==> config.mk <==
export PLATFORM = sky130hd
export DESIGN_NAME = rtci_top
export DESIGN_NICKNAME = d
export VERILOG_FILES = /design/src/design/rtci_pkg.sv /design/src/design/rtci_top.sv
export VERILOG_INCLUDE_DIRS = /design/src /design/src/design
export SDC_FILE = /design/constraint.sdc
export NUM_CORES = 1
export LEC_CHECK = 0
export BUFFER_PORTS_ARGS = -buffer_cell sky130_fd_sc_hd__buf_4
export CORE_UTILIZATION = 35
export CTS_CLUSTER_DIAMETER = 30
export DETAILED_ROUTE_END_ITERATION = 8
export GPL_ROUTABILITY_DRIVEN = 0
export SLEW_MARGIN = 40
export SYNTH_ARGS = -nofsm -noshare
export SYNTH_HDL_FRONTEND = slang
export SYNTH_SLANG_ARGS = --single-unit
export TNS_END_PERCENT = 1
==> constraint.sdc <==
create_clock -name mclk -period 7.3 [get_ports mclk]
set_clock_uncertainty 0.05 [all_clocks]
set_input_delay 0 -clock mclk [delete_from_list [all_inputs] [get_ports mclk]]
set_output_delay 0 -clock mclk [all_outputs]
set_load 0.05 [all_outputs]
==> src/design/rtci_params.svh <==
/*
 * Constants for the clock interrupt, rate and update logic: register
 * offsets, field positions, reset values and timing counts.
 * Assumes a 50 MHz mclk and an Avalon-MM slave with word addresses.
 */
`ifndef RTCI_PARAMS_SVH
`define RTCI_PARAMS_SVH
// Register word addresses
`define RTCI_ADDR_RATE 3'h0
`define RTCI_ADDR_CTRL 3'h1
`define RTCI_ADDR_FLAG 3'h2
`define RTCI_ADDR_SEC 3'h3
`define RTCI_ADDR_MIN 3'h4
`define RTCI_ADDR_HOUR 3'h5
`define RTCI_ADDR_ASEC 3'h6
`define RTCI_ADDR_AMIN 3'h7
// Reset values
`define RTCI_RATE_RST 8'h00
`define RTCI_CTRL_RST 8'h00
// Field positions and codes
`define RTCI_FLAG_ANY 7
`define RTCI_OSC_RUN 3'h2
`define RTCI_DONT_CARE 2'h3
// Timing: 32.768 kHz divider base, guard of 244 us
`define RTCI_TICK_HZ 32768
`define RTCI_GUARD_US 244
`define RTCI_CLK_HZ 50000000
`endif

==> src/design/rtci_pkg.sv <==
/*
 * Types shared by the clock interrupt logic.
 * Assumes rtci_params.svh supplies the numbers.
 */
package rtci_pkg;
    typedef struct packed {
        logic any_interrupt_flag;
        logic periodic_flag;
        logic alarm_flag;
        logic update_end_flag;
    } rtci_flags_t;
    typedef enum logic [2:0] {
        RTCI_IDLE = 3'b001,
        RTCI_GUARD = 3'b010,
        RTCI_XFER = 3'b100
    } rtci_upd_t;
endpackage

==> src/design/rtci_top.sv <==
/*
 * Periodic/alarm/update interrupt logic, rate mux and update cycle.
 * Assumes an Avalon-MM master on mclk; time counts binary 24 h.
 */
// Decided for this implementation: the Avalon-MM interface to the registers and the register offsets.
`timescale 1ns/10ps
`default_nettype none
`include "rtci_params.svh"
module rtci_top
    import rtci_pkg::*;
#(
    parameter int TICK_HZ = `RTCI_TICK_HZ,
    parameter int GUARD_US = `RTCI_GUARD_US
) (
    // Clock and reset
    input wire logic mclk,
    input wire logic reset_n,
    // Avalon-MM slave
    input wire logic [2:0] address,
    input wire logic read,
    input wire logic write,
    input wire logic [31:0] writedata,
    output logic [31:0] readdata,
    output logic waitrequest,
    // Pins
    output logic irq_n,
    output logic square_wave_out
);
    // ----------------------------------------
    // Timing
    // ----------------------------------------
    localparam int TICK_DIV = `RTCI_CLK_HZ / TICK_HZ;
    // Guard never below one cycle so the sequencer always passes through it
    localparam int GUARD_CYC = (GUARD_US * (`RTCI_CLK_HZ / 1000000) > 0) ?
        GUARD_US * (`RTCI_CLK_HZ / 1000000) : 1;

    // Tap bit index for a rate code, 0 when none
    function automatic logic [3:0] tap_of(input logic [3:0] rs);
        case (rs)
            // Codes 1 and 2 repeat the periods of codes 8 and 9
            4'h1: tap_of = 4'h6;
            4'h2: tap_of = 4'h7;
            4'h0: tap_of = 4'h0;
            default: tap_of = 4'(rs - 4'h2);
        endcase
    endfunction

    // Binary wrap increment
    function automatic logic [7:0] inc_wrap(input logic [7:0] v, input logic [7:0] lim);
        inc_wrap = (v >= lim) ? 8'h00 : 8'(v + 8'h01);
    endfunction

    // ----------------------------------------
    // State
    // ----------------------------------------
    logic [7:0] rate_r, rate_nxt;
    logic [7:0] ctrl_r, ctrl_nxt;
    rtci_flags_t flags_r, flags_nxt;
    logic [7:0] sec_r, sec_nxt, min_r, min_nxt, hour_r, hour_nxt;
    logic [7:0] usec_r, usec_nxt, umin_r, umin_nxt, uhour_r, uhour_nxt;
    logic [7:0] asec_r, asec_nxt, amin_r, amin_nxt, ahour_r, ahour_nxt;
    logic [15:0] pre_r, pre_nxt;
    logic [14:0] div_r, div_nxt;
    logic [31:0] guard_r, guard_nxt;
    rtci_upd_t upd_r, upd_nxt;
    logic tap_q_r, tap_q_nxt;
    logic [31:0] rdata_r, rdata_nxt;
    logic wait_r, wait_nxt;
    logic irq_n_r, irq_n_nxt;
    logic sqw_r, sqw_nxt;

    // Decoded strobes and levels; sec_edge, tap_edge and rd_flag are one cycle wide, tick too unless TICK_DIV is 1
    logic chain_run, tick, sec_edge, tap_now, tap_edge, rd_flag, alarm_hit;
    logic [3:0] tap;
    logic [7:0] ahour_eff;
    rtci_flags_t seen_flags;

    // ----------------------------------------
    // Decode
    // ----------------------------------------
    // Oscillator field: only 010 runs the chain; every other value clears it
    always_comb begin
        chain_run = (rate_r[6:4] == `RTCI_OSC_RUN);
        tick = chain_run && (pre_r == 16'(TICK_DIV - 1));
        sec_edge = tick && (div_r == 15'h7FFF);
        tap = tap_of(rate_r[3:0]);
        tap_now = (tap != 4'h0) && div_r[tap];
        tap_edge = chain_run && tap_now && !tap_q_r;
        rd_flag = read && !wait_r && (address == `RTCI_ADDR_FLAG);
        // Flags as the pending read answer reported them
        seen_flags = rtci_flags_t'(rdata_r[`RTCI_FLAG_ANY -: 4]);
        ahour_eff = ahour_r;
        // Alarm judged on the time the transfer is about to post, so it
        // fires in the second whose time bytes equal the alarm bytes
        alarm_hit = ((asec_r[7:6] == `RTCI_DONT_CARE) || (asec_r == sec_nxt)) &&
            ((amin_r[7:6] == `RTCI_DONT_CARE) || (amin_r == min_nxt)) &&
            ((ahour_eff[7:6] == `RTCI_DONT_CARE) || (ahour_eff == hour_nxt));
    end

    // ----------------------------------------
    // Divider and update cycle
    // ----------------------------------------
    // Divider chain and update-cycle sequencer
    always_comb begin
        pre_nxt = pre_r;
        div_nxt = div_r;
        tap_q_nxt = chain_run && tap_now;
        guard_nxt = guard_r;
        upd_nxt = upd_r;
        sec_nxt = sec_r;
        min_nxt = min_r;
        hour_nxt = hour_r;
        usec_nxt = usec_r;
        umin_nxt = umin_r;
        uhour_nxt = uhour_r;
        if (!chain_run) begin
            pre_nxt = 16'h0000;
            div_nxt = 15'h0000;
        end else if (tick) begin
            pre_nxt = 16'h0000;
            div_nxt = 15'(div_r + 15'h0001);
        end else begin
            pre_nxt = 16'(pre_r + 16'h0001);
        end
        case (upd_r)
            RTCI_IDLE: begin
                if (sec_edge) begin
                    upd_nxt = RTCI_GUARD;
                    guard_nxt = 32'(GUARD_CYC - 1);
                end
            end
            RTCI_GUARD: begin
                if (guard_r == 32'h0) begin
                    upd_nxt = RTCI_XFER;
                end else begin
                    guard_nxt = 32'(guard_r - 32'h1);
                end
            end
            RTCI_XFER: begin
                upd_nxt = RTCI_IDLE;
                sec_nxt = inc_wrap(sec_r, 8'h3B);
                if (sec_r == 8'h3B) begin
                    min_nxt = inc_wrap(min_r, 8'h3B);
                    if (min_r == 8'h3B) begin
                        hour_nxt = inc_wrap(hour_r, 8'h17);
                    end
                end
            end
            default: upd_nxt = RTCI_IDLE;
        endcase
        // User copy follows internal one unless frozen by set bit
        if (!ctrl_r[7]) begin
            usec_nxt = sec_r;
            umin_nxt = min_r;
            uhour_nxt = hour_r;
        end
        // Host writes while frozen land in both copies
        if (write && !wait_r && ctrl_r[7]) begin
            case (address)
                `RTCI_ADDR_SEC: begin
                    sec_nxt = writedata[7:0];
                    usec_nxt = writedata[7:0];
                end
                `RTCI_ADDR_MIN: begin
                    min_nxt = writedata[7:0];
                    umin_nxt = writedata[7:0];
                end
                `RTCI_ADDR_HOUR: begin
                    hour_nxt = writedata[7:0];
                    uhour_nxt = writedata[7:0];
                end
                default: ;
            endcase
        end
    end

    // ----------------------------------------
    // Bus, flags and pins
    // ----------------------------------------
    // Registers, flags and bus answers
    always_comb begin
        rate_nxt = rate_r;
        ctrl_nxt = ctrl_r;
        asec_nxt = asec_r;
        amin_nxt = amin_r;
        ahour_nxt = ahour_r;
        flags_nxt = flags_r;
        rdata_nxt = rdata_r;
        wait_nxt = 1'b1;
        // One wait cycle, answer on second edge
        if ((read || write) && wait_r) begin
            wait_nxt = 1'b0;
        end
        // Clear only what the answer reported; a flag set during the read survives
        if (rd_flag) begin
            flags_nxt.periodic_flag = flags_r.periodic_flag && !seen_flags.periodic_flag;
            flags_nxt.alarm_flag = flags_r.alarm_flag && !seen_flags.alarm_flag;
            flags_nxt.update_end_flag = flags_r.update_end_flag && !seen_flags.update_end_flag;
        end
        // Events set after the clear so a same-cycle event is kept
        if (tap_edge) flags_nxt.periodic_flag = 1'b1;
        if (upd_r == RTCI_XFER) begin
            flags_nxt.update_end_flag = 1'b1;
            if (alarm_hit) flags_nxt.alarm_flag = 1'b1;
        end
        if ((read || write) && wait_r) begin
            case (address)
                `RTCI_ADDR_RATE: rdata_nxt = {24'h0, (upd_r != RTCI_IDLE), rate_r[6:0]};
                `RTCI_ADDR_CTRL: rdata_nxt = {24'h0, ctrl_r};
                `RTCI_ADDR_FLAG: rdata_nxt = {24'h0, flags_r, 4'h0};
                `RTCI_ADDR_SEC: rdata_nxt = {24'h0, usec_r};
                `RTCI_ADDR_MIN: rdata_nxt = {24'h0, umin_r};
                `RTCI_ADDR_HOUR: rdata_nxt = {24'h0, uhour_r};
                `RTCI_ADDR_ASEC: rdata_nxt = {24'h0, asec_r};
                default: rdata_nxt = {24'h0, amin_r};
            endcase
        end
        if (write && !wait_r) begin
            case (address)
                `RTCI_ADDR_RATE: rate_nxt = {1'b0, writedata[6:0]};
                `RTCI_ADDR_CTRL: begin
                    ctrl_nxt = writedata[7:0];
                    if (writedata[7]) ctrl_nxt[4] = 1'b0;
                end
                `RTCI_ADDR_ASEC: asec_nxt = writedata[7:0];
                `RTCI_ADDR_AMIN: amin_nxt = writedata[7:0];
                `RTCI_ADDR_FLAG: ahour_nxt = writedata[7:0];
                default: ;
            endcase
        end
        // Summary follows enabled pairs; enables gate only their source
        flags_nxt.any_interrupt_flag =
            (flags_nxt.periodic_flag && ctrl_nxt[6]) ||
            (flags_nxt.alarm_flag && ctrl_nxt[5]) ||
            (flags_nxt.update_end_flag && ctrl_nxt[4]);
        irq_n_nxt = !flags_nxt.any_interrupt_flag;
        // Pin low unless enabled and a rate chosen and running
        sqw_nxt = ctrl_r[3] && tap_now && chain_run;
    end

    // ----------------------------------------
    // Registers
    // ----------------------------------------
    // Reset loads constants only; next values come from the blocks above
    always_ff @(posedge mclk or negedge reset_n) begin
        if (!reset_n) begin
            rate_r <= `RTCI_RATE_RST;
            ctrl_r <= `RTCI_CTRL_RST;
            flags_r <= '0;
            sec_r <= 8'h00;
            min_r <= 8'h00;
            hour_r <= 8'h00;
            usec_r <= 8'h00;
            umin_r <= 8'h00;
            uhour_r <= 8'h00;
            asec_r <= 8'h00;
            amin_r <= 8'h00;
            ahour_r <= 8'h00;
            pre_r <= 16'h0000;
            div_r <= 15'h0000;
            guard_r <= 32'h0;
            upd_r <= RTCI_IDLE;
            tap_q_r <= 1'b0;
            rdata_r <= 32'h0;
            wait_r <= 1'b1;
            irq_n_r <= 1'b1;
            sqw_r <= 1'b0;
        end else begin
            rate_r <= rate_nxt;
            ctrl_r <= ctrl_nxt;
            flags_r <= flags_nxt;
            sec_r <= sec_nxt;
            min_r <= min_nxt;
            hour_r <= hour_nxt;
            usec_r <= usec_nxt;
            umin_r <= umin_nxt;
            uhour_r <= uhour_nxt;
            asec_r <= asec_nxt;
            amin_r <= amin_nxt;
            ahour_r <= ahour_nxt;
            pre_r <= pre_nxt;
            div_r <= div_nxt;
            guard_r <= guard_nxt;
            upd_r <= upd_nxt;
            tap_q_r <= tap_q_nxt;
            rdata_r <= rdata_nxt;
            wait_r <= wait_nxt;
            irq_n_r <= irq_n_nxt;
            sqw_r <= sqw_nxt;
        end
    end

    // ----------------------------------------
    // Outputs
    // ----------------------------------------
    // Each pin is a register copy, so no decode glitch reaches it
    assign readdata = rdata_r;
    assign waitrequest = wait_r;
    assign irq_n = irq_n_r;
    assign square_wave_out = sqw_r;
endmodule // rtci_top
`default_nettype wire
==> run summary <==
Clock Path Buffers = 2
Routed wire per std cell = 17.2 um
Most frequent cell after synthesis = dfrtp_1
Net Sw Frac = 0.351
Relative slew slack = 0.521
Slew Limit Fails = 0
Detailed Place HPWL = 15900 um
Post-synthesis cell area = 9290 um2
Dpl cells = 1294
Int Pwr = 1.93 mW
Top Metal Used = met4
Synth area leader = dfrtp_1
Setup-failing EPs final = 0
Pwr per Cell Area = 285 nW/um2
Clk pwr share = 0.307
Row Count = 59
Initial antenna violation count = 0
Layout cells sized above 1 = 0.126
Sw power = 1.04 mW
Outcome = completed
Final ANT Viol Nets = 0
Commonest cells post-synth = dfrtp_1, nor2_1, nand2_1
Port Buf Inserts = 25
Least-Margin Pin Slew = 0.715 ns
Flop pwr share = 0.436
Pre-CTS setup slack = 3.26 ns
Metal3 WL = 875 um
Synth unique cells = 73
Drt drc = 0
Final hold violation count = 0
Combinational power share = 0.257
Worst hold margin = 0.0512 ns
Layout Area Growth over Synthesis = 12.4%
GRT overflow = 0
Clock Latency Late Sink = 0.44 ns
Finished Layout Cells = 1340
Worst-path clk slew = 0.07 ns
Initial Utilization = 0.356
Crit Path Class = flop to flop
Post-synthesis sequential area ratio = 0.456
Core Region = 26100 um2
Fin crit share = 0.561
Crit end category = flop
Top cell type's share of synthesized area = 0.447
I/O pins = 74
Mapped Cells = 976
GRT Overall Usage = 0.179
Final WL = 23100 um
Sink Count = 169
Hold Buf Count CTS = 11
Power Total = 2.97 mW
Post-synth EDFFs = 0
Post-CTS Setup Inserts = 0
Max VDD drop = 182 uV
#FFs+latches synth = 169
Die area = 27200 um2
First-pass GRT wire length = 37800 um
Placed inst area = 9690 um2
CTS tree = yes
Max incr delay on CP = 0.55 ns
Via/cell ratio = 5.41
Vias in the first global route = 7002
Crit-path slowest cell = o41ai_2
Post-layout minimum cycle time = 4.10 ns
HP Class = input port to flop
DR iter-0 viols = 548
Setup tns final = 0 ns
Mean Syn Cell Area = 9.51 um2
CTS Root Buffer Type = clkbuf_16
Clock buffer count from CTS = 17
Die X = 165 um
Htree depth = 4
Worst EP arrival = 4.38 ns
Die Height = 165 um
Vias = 7254
Post-route cell area = 10400 um2
Final WS setup = 3.20 ns
Critical path cell sequence = ha_1 > nor2b_1 > nand4_4 > or3_1 > o2111a_1 > or4_1 > nor4_2 > a311oi_1 > o41ai_2 > a21oi_1
Max_cap viols = 0
DR pass1 iterations = 5
Worst setup SP type = flop
WL met2 = 10400 um
Async set-reset flop share out of synthesis = 1.00
Net count, final = 1038
Largest net degree at the start of global routing = 98
RSZ-0062 raised after global routing = false
FMAX = 0.244 GHz
Finished Core Util = 0.400
Lkg Pwr = 4.48 nW
Leading register cell type out of synthesis = dfrtp_1
M1 wire length = 11400 um
CTS resizes = 0
Critical path fanouts, max = 19
Worst path required time = 7.58 ns
Top post-synthesis cells by area = dfrtp_1, mux2_2, nor2_1
YS warnings = 0
[final cells by class]
cell class                      instances  area (um2)
Fill cell                            2541       15600
Multi-Input combinational cell        732        4690
Sequential cell                       169        4230
Clock buffer                           20         467
Tap cell                              335         419
Timing Repair Buffer                   44         392
Clock inverter                         12         128
Inverter                               27         101
Antenna cell                            1        2.50
[sequential cells by signal, summed over array words and instances (netlist names), 3 cells and up]
name,cells
ctrl_r,8
flags_r,4
sec_r,8
uhour_r,8
upd_r,3
div_r,15
ahour_eff,8
hour_r,8
asec_r,8
readdata,8
pre_r,16
umin_r,8
rate_r,7
min_r,8
amin_r,8
usec_r,8
guard_r,32
[critical path: cells and delay by family (launching register included)]
family / cells / cell delay [ns]
compound gates: 4 / 1.19
fa+ha+maj: 1 / 0.25
flops: 1 / 0.43
simple gates: 5 / 2.10
[worst paths after layout]
| kind | start | endpoint | slack (ns) | depth (start not counted) |
|---|---|---|---|---|
| min | write | readdata[0] | 0.05 | 4 |
| max reg2reg | sec_r[0] | irq_n | 3.20 | 10 |
| min in group asynchronous | reset_n | hour_r[0] | 0.47 | 3 |
| max | sec_r[0] | irq_n | 3.20 | 10 |
| min reg2reg | readdata[0] | readdata[0] | 0.43 | 2 |
| max in group asynchronous | reset_n | guard_r[18] | 5.41 | 5 |
[per-layer routing]
layer,global-route usage,up-vias
met3,0.0259,21
met4,0.0559,0
met5,0,-
met1,0.255,3578
met2,0.278,169
li1,-,3486
[kinds of logic after synthesis]
family / synth area share
AND/OR/NAND/NOR: 0.198
AO/OA/AOI/OAI: 0.135
flip-flops: 0.456
buffers and inverters: 0.0496
multiplexers: 0.0878
XOR/XNOR: 0.0613
adder cells (fa/ha/maj): 0.0119
other: 0.000404
[cells in the final DEF, fill, tap and decap left out, drive strengths merged, types with 14 or more instances in the layout]
master | synthesis | layout
nand2 | 83 | 83
nor3 | 14 | 14
inv | 27 | 34
xor2 | 38 | 38
o21ai | 70 | 70
nand4 | 15 | 15
xnor2 | 27 | 27
nor2 | 109 | 109
mux2i | 32 | 32
mux2 | 38 | 38
dfrtp | 166 | 166
a21oi | 43 | 43
clkbuf | 42 | 20
conb | 1 | 24
nand3 | 36 | 36
buf | 29 | 32
[power groups by stage]
stage               logic (mW)  registers [mW]  clock network (mW)
global placement         0.741            1.31                   0
floorplan                0.564            1.27                   0
detailed placement       0.752            1.31                   0
CTS                      0.761            1.29               0.938
global route             0.850            1.32               0.970
finish                   0.764            1.30               0.913
Note: power is estimated with default switching activity, not from simulation.
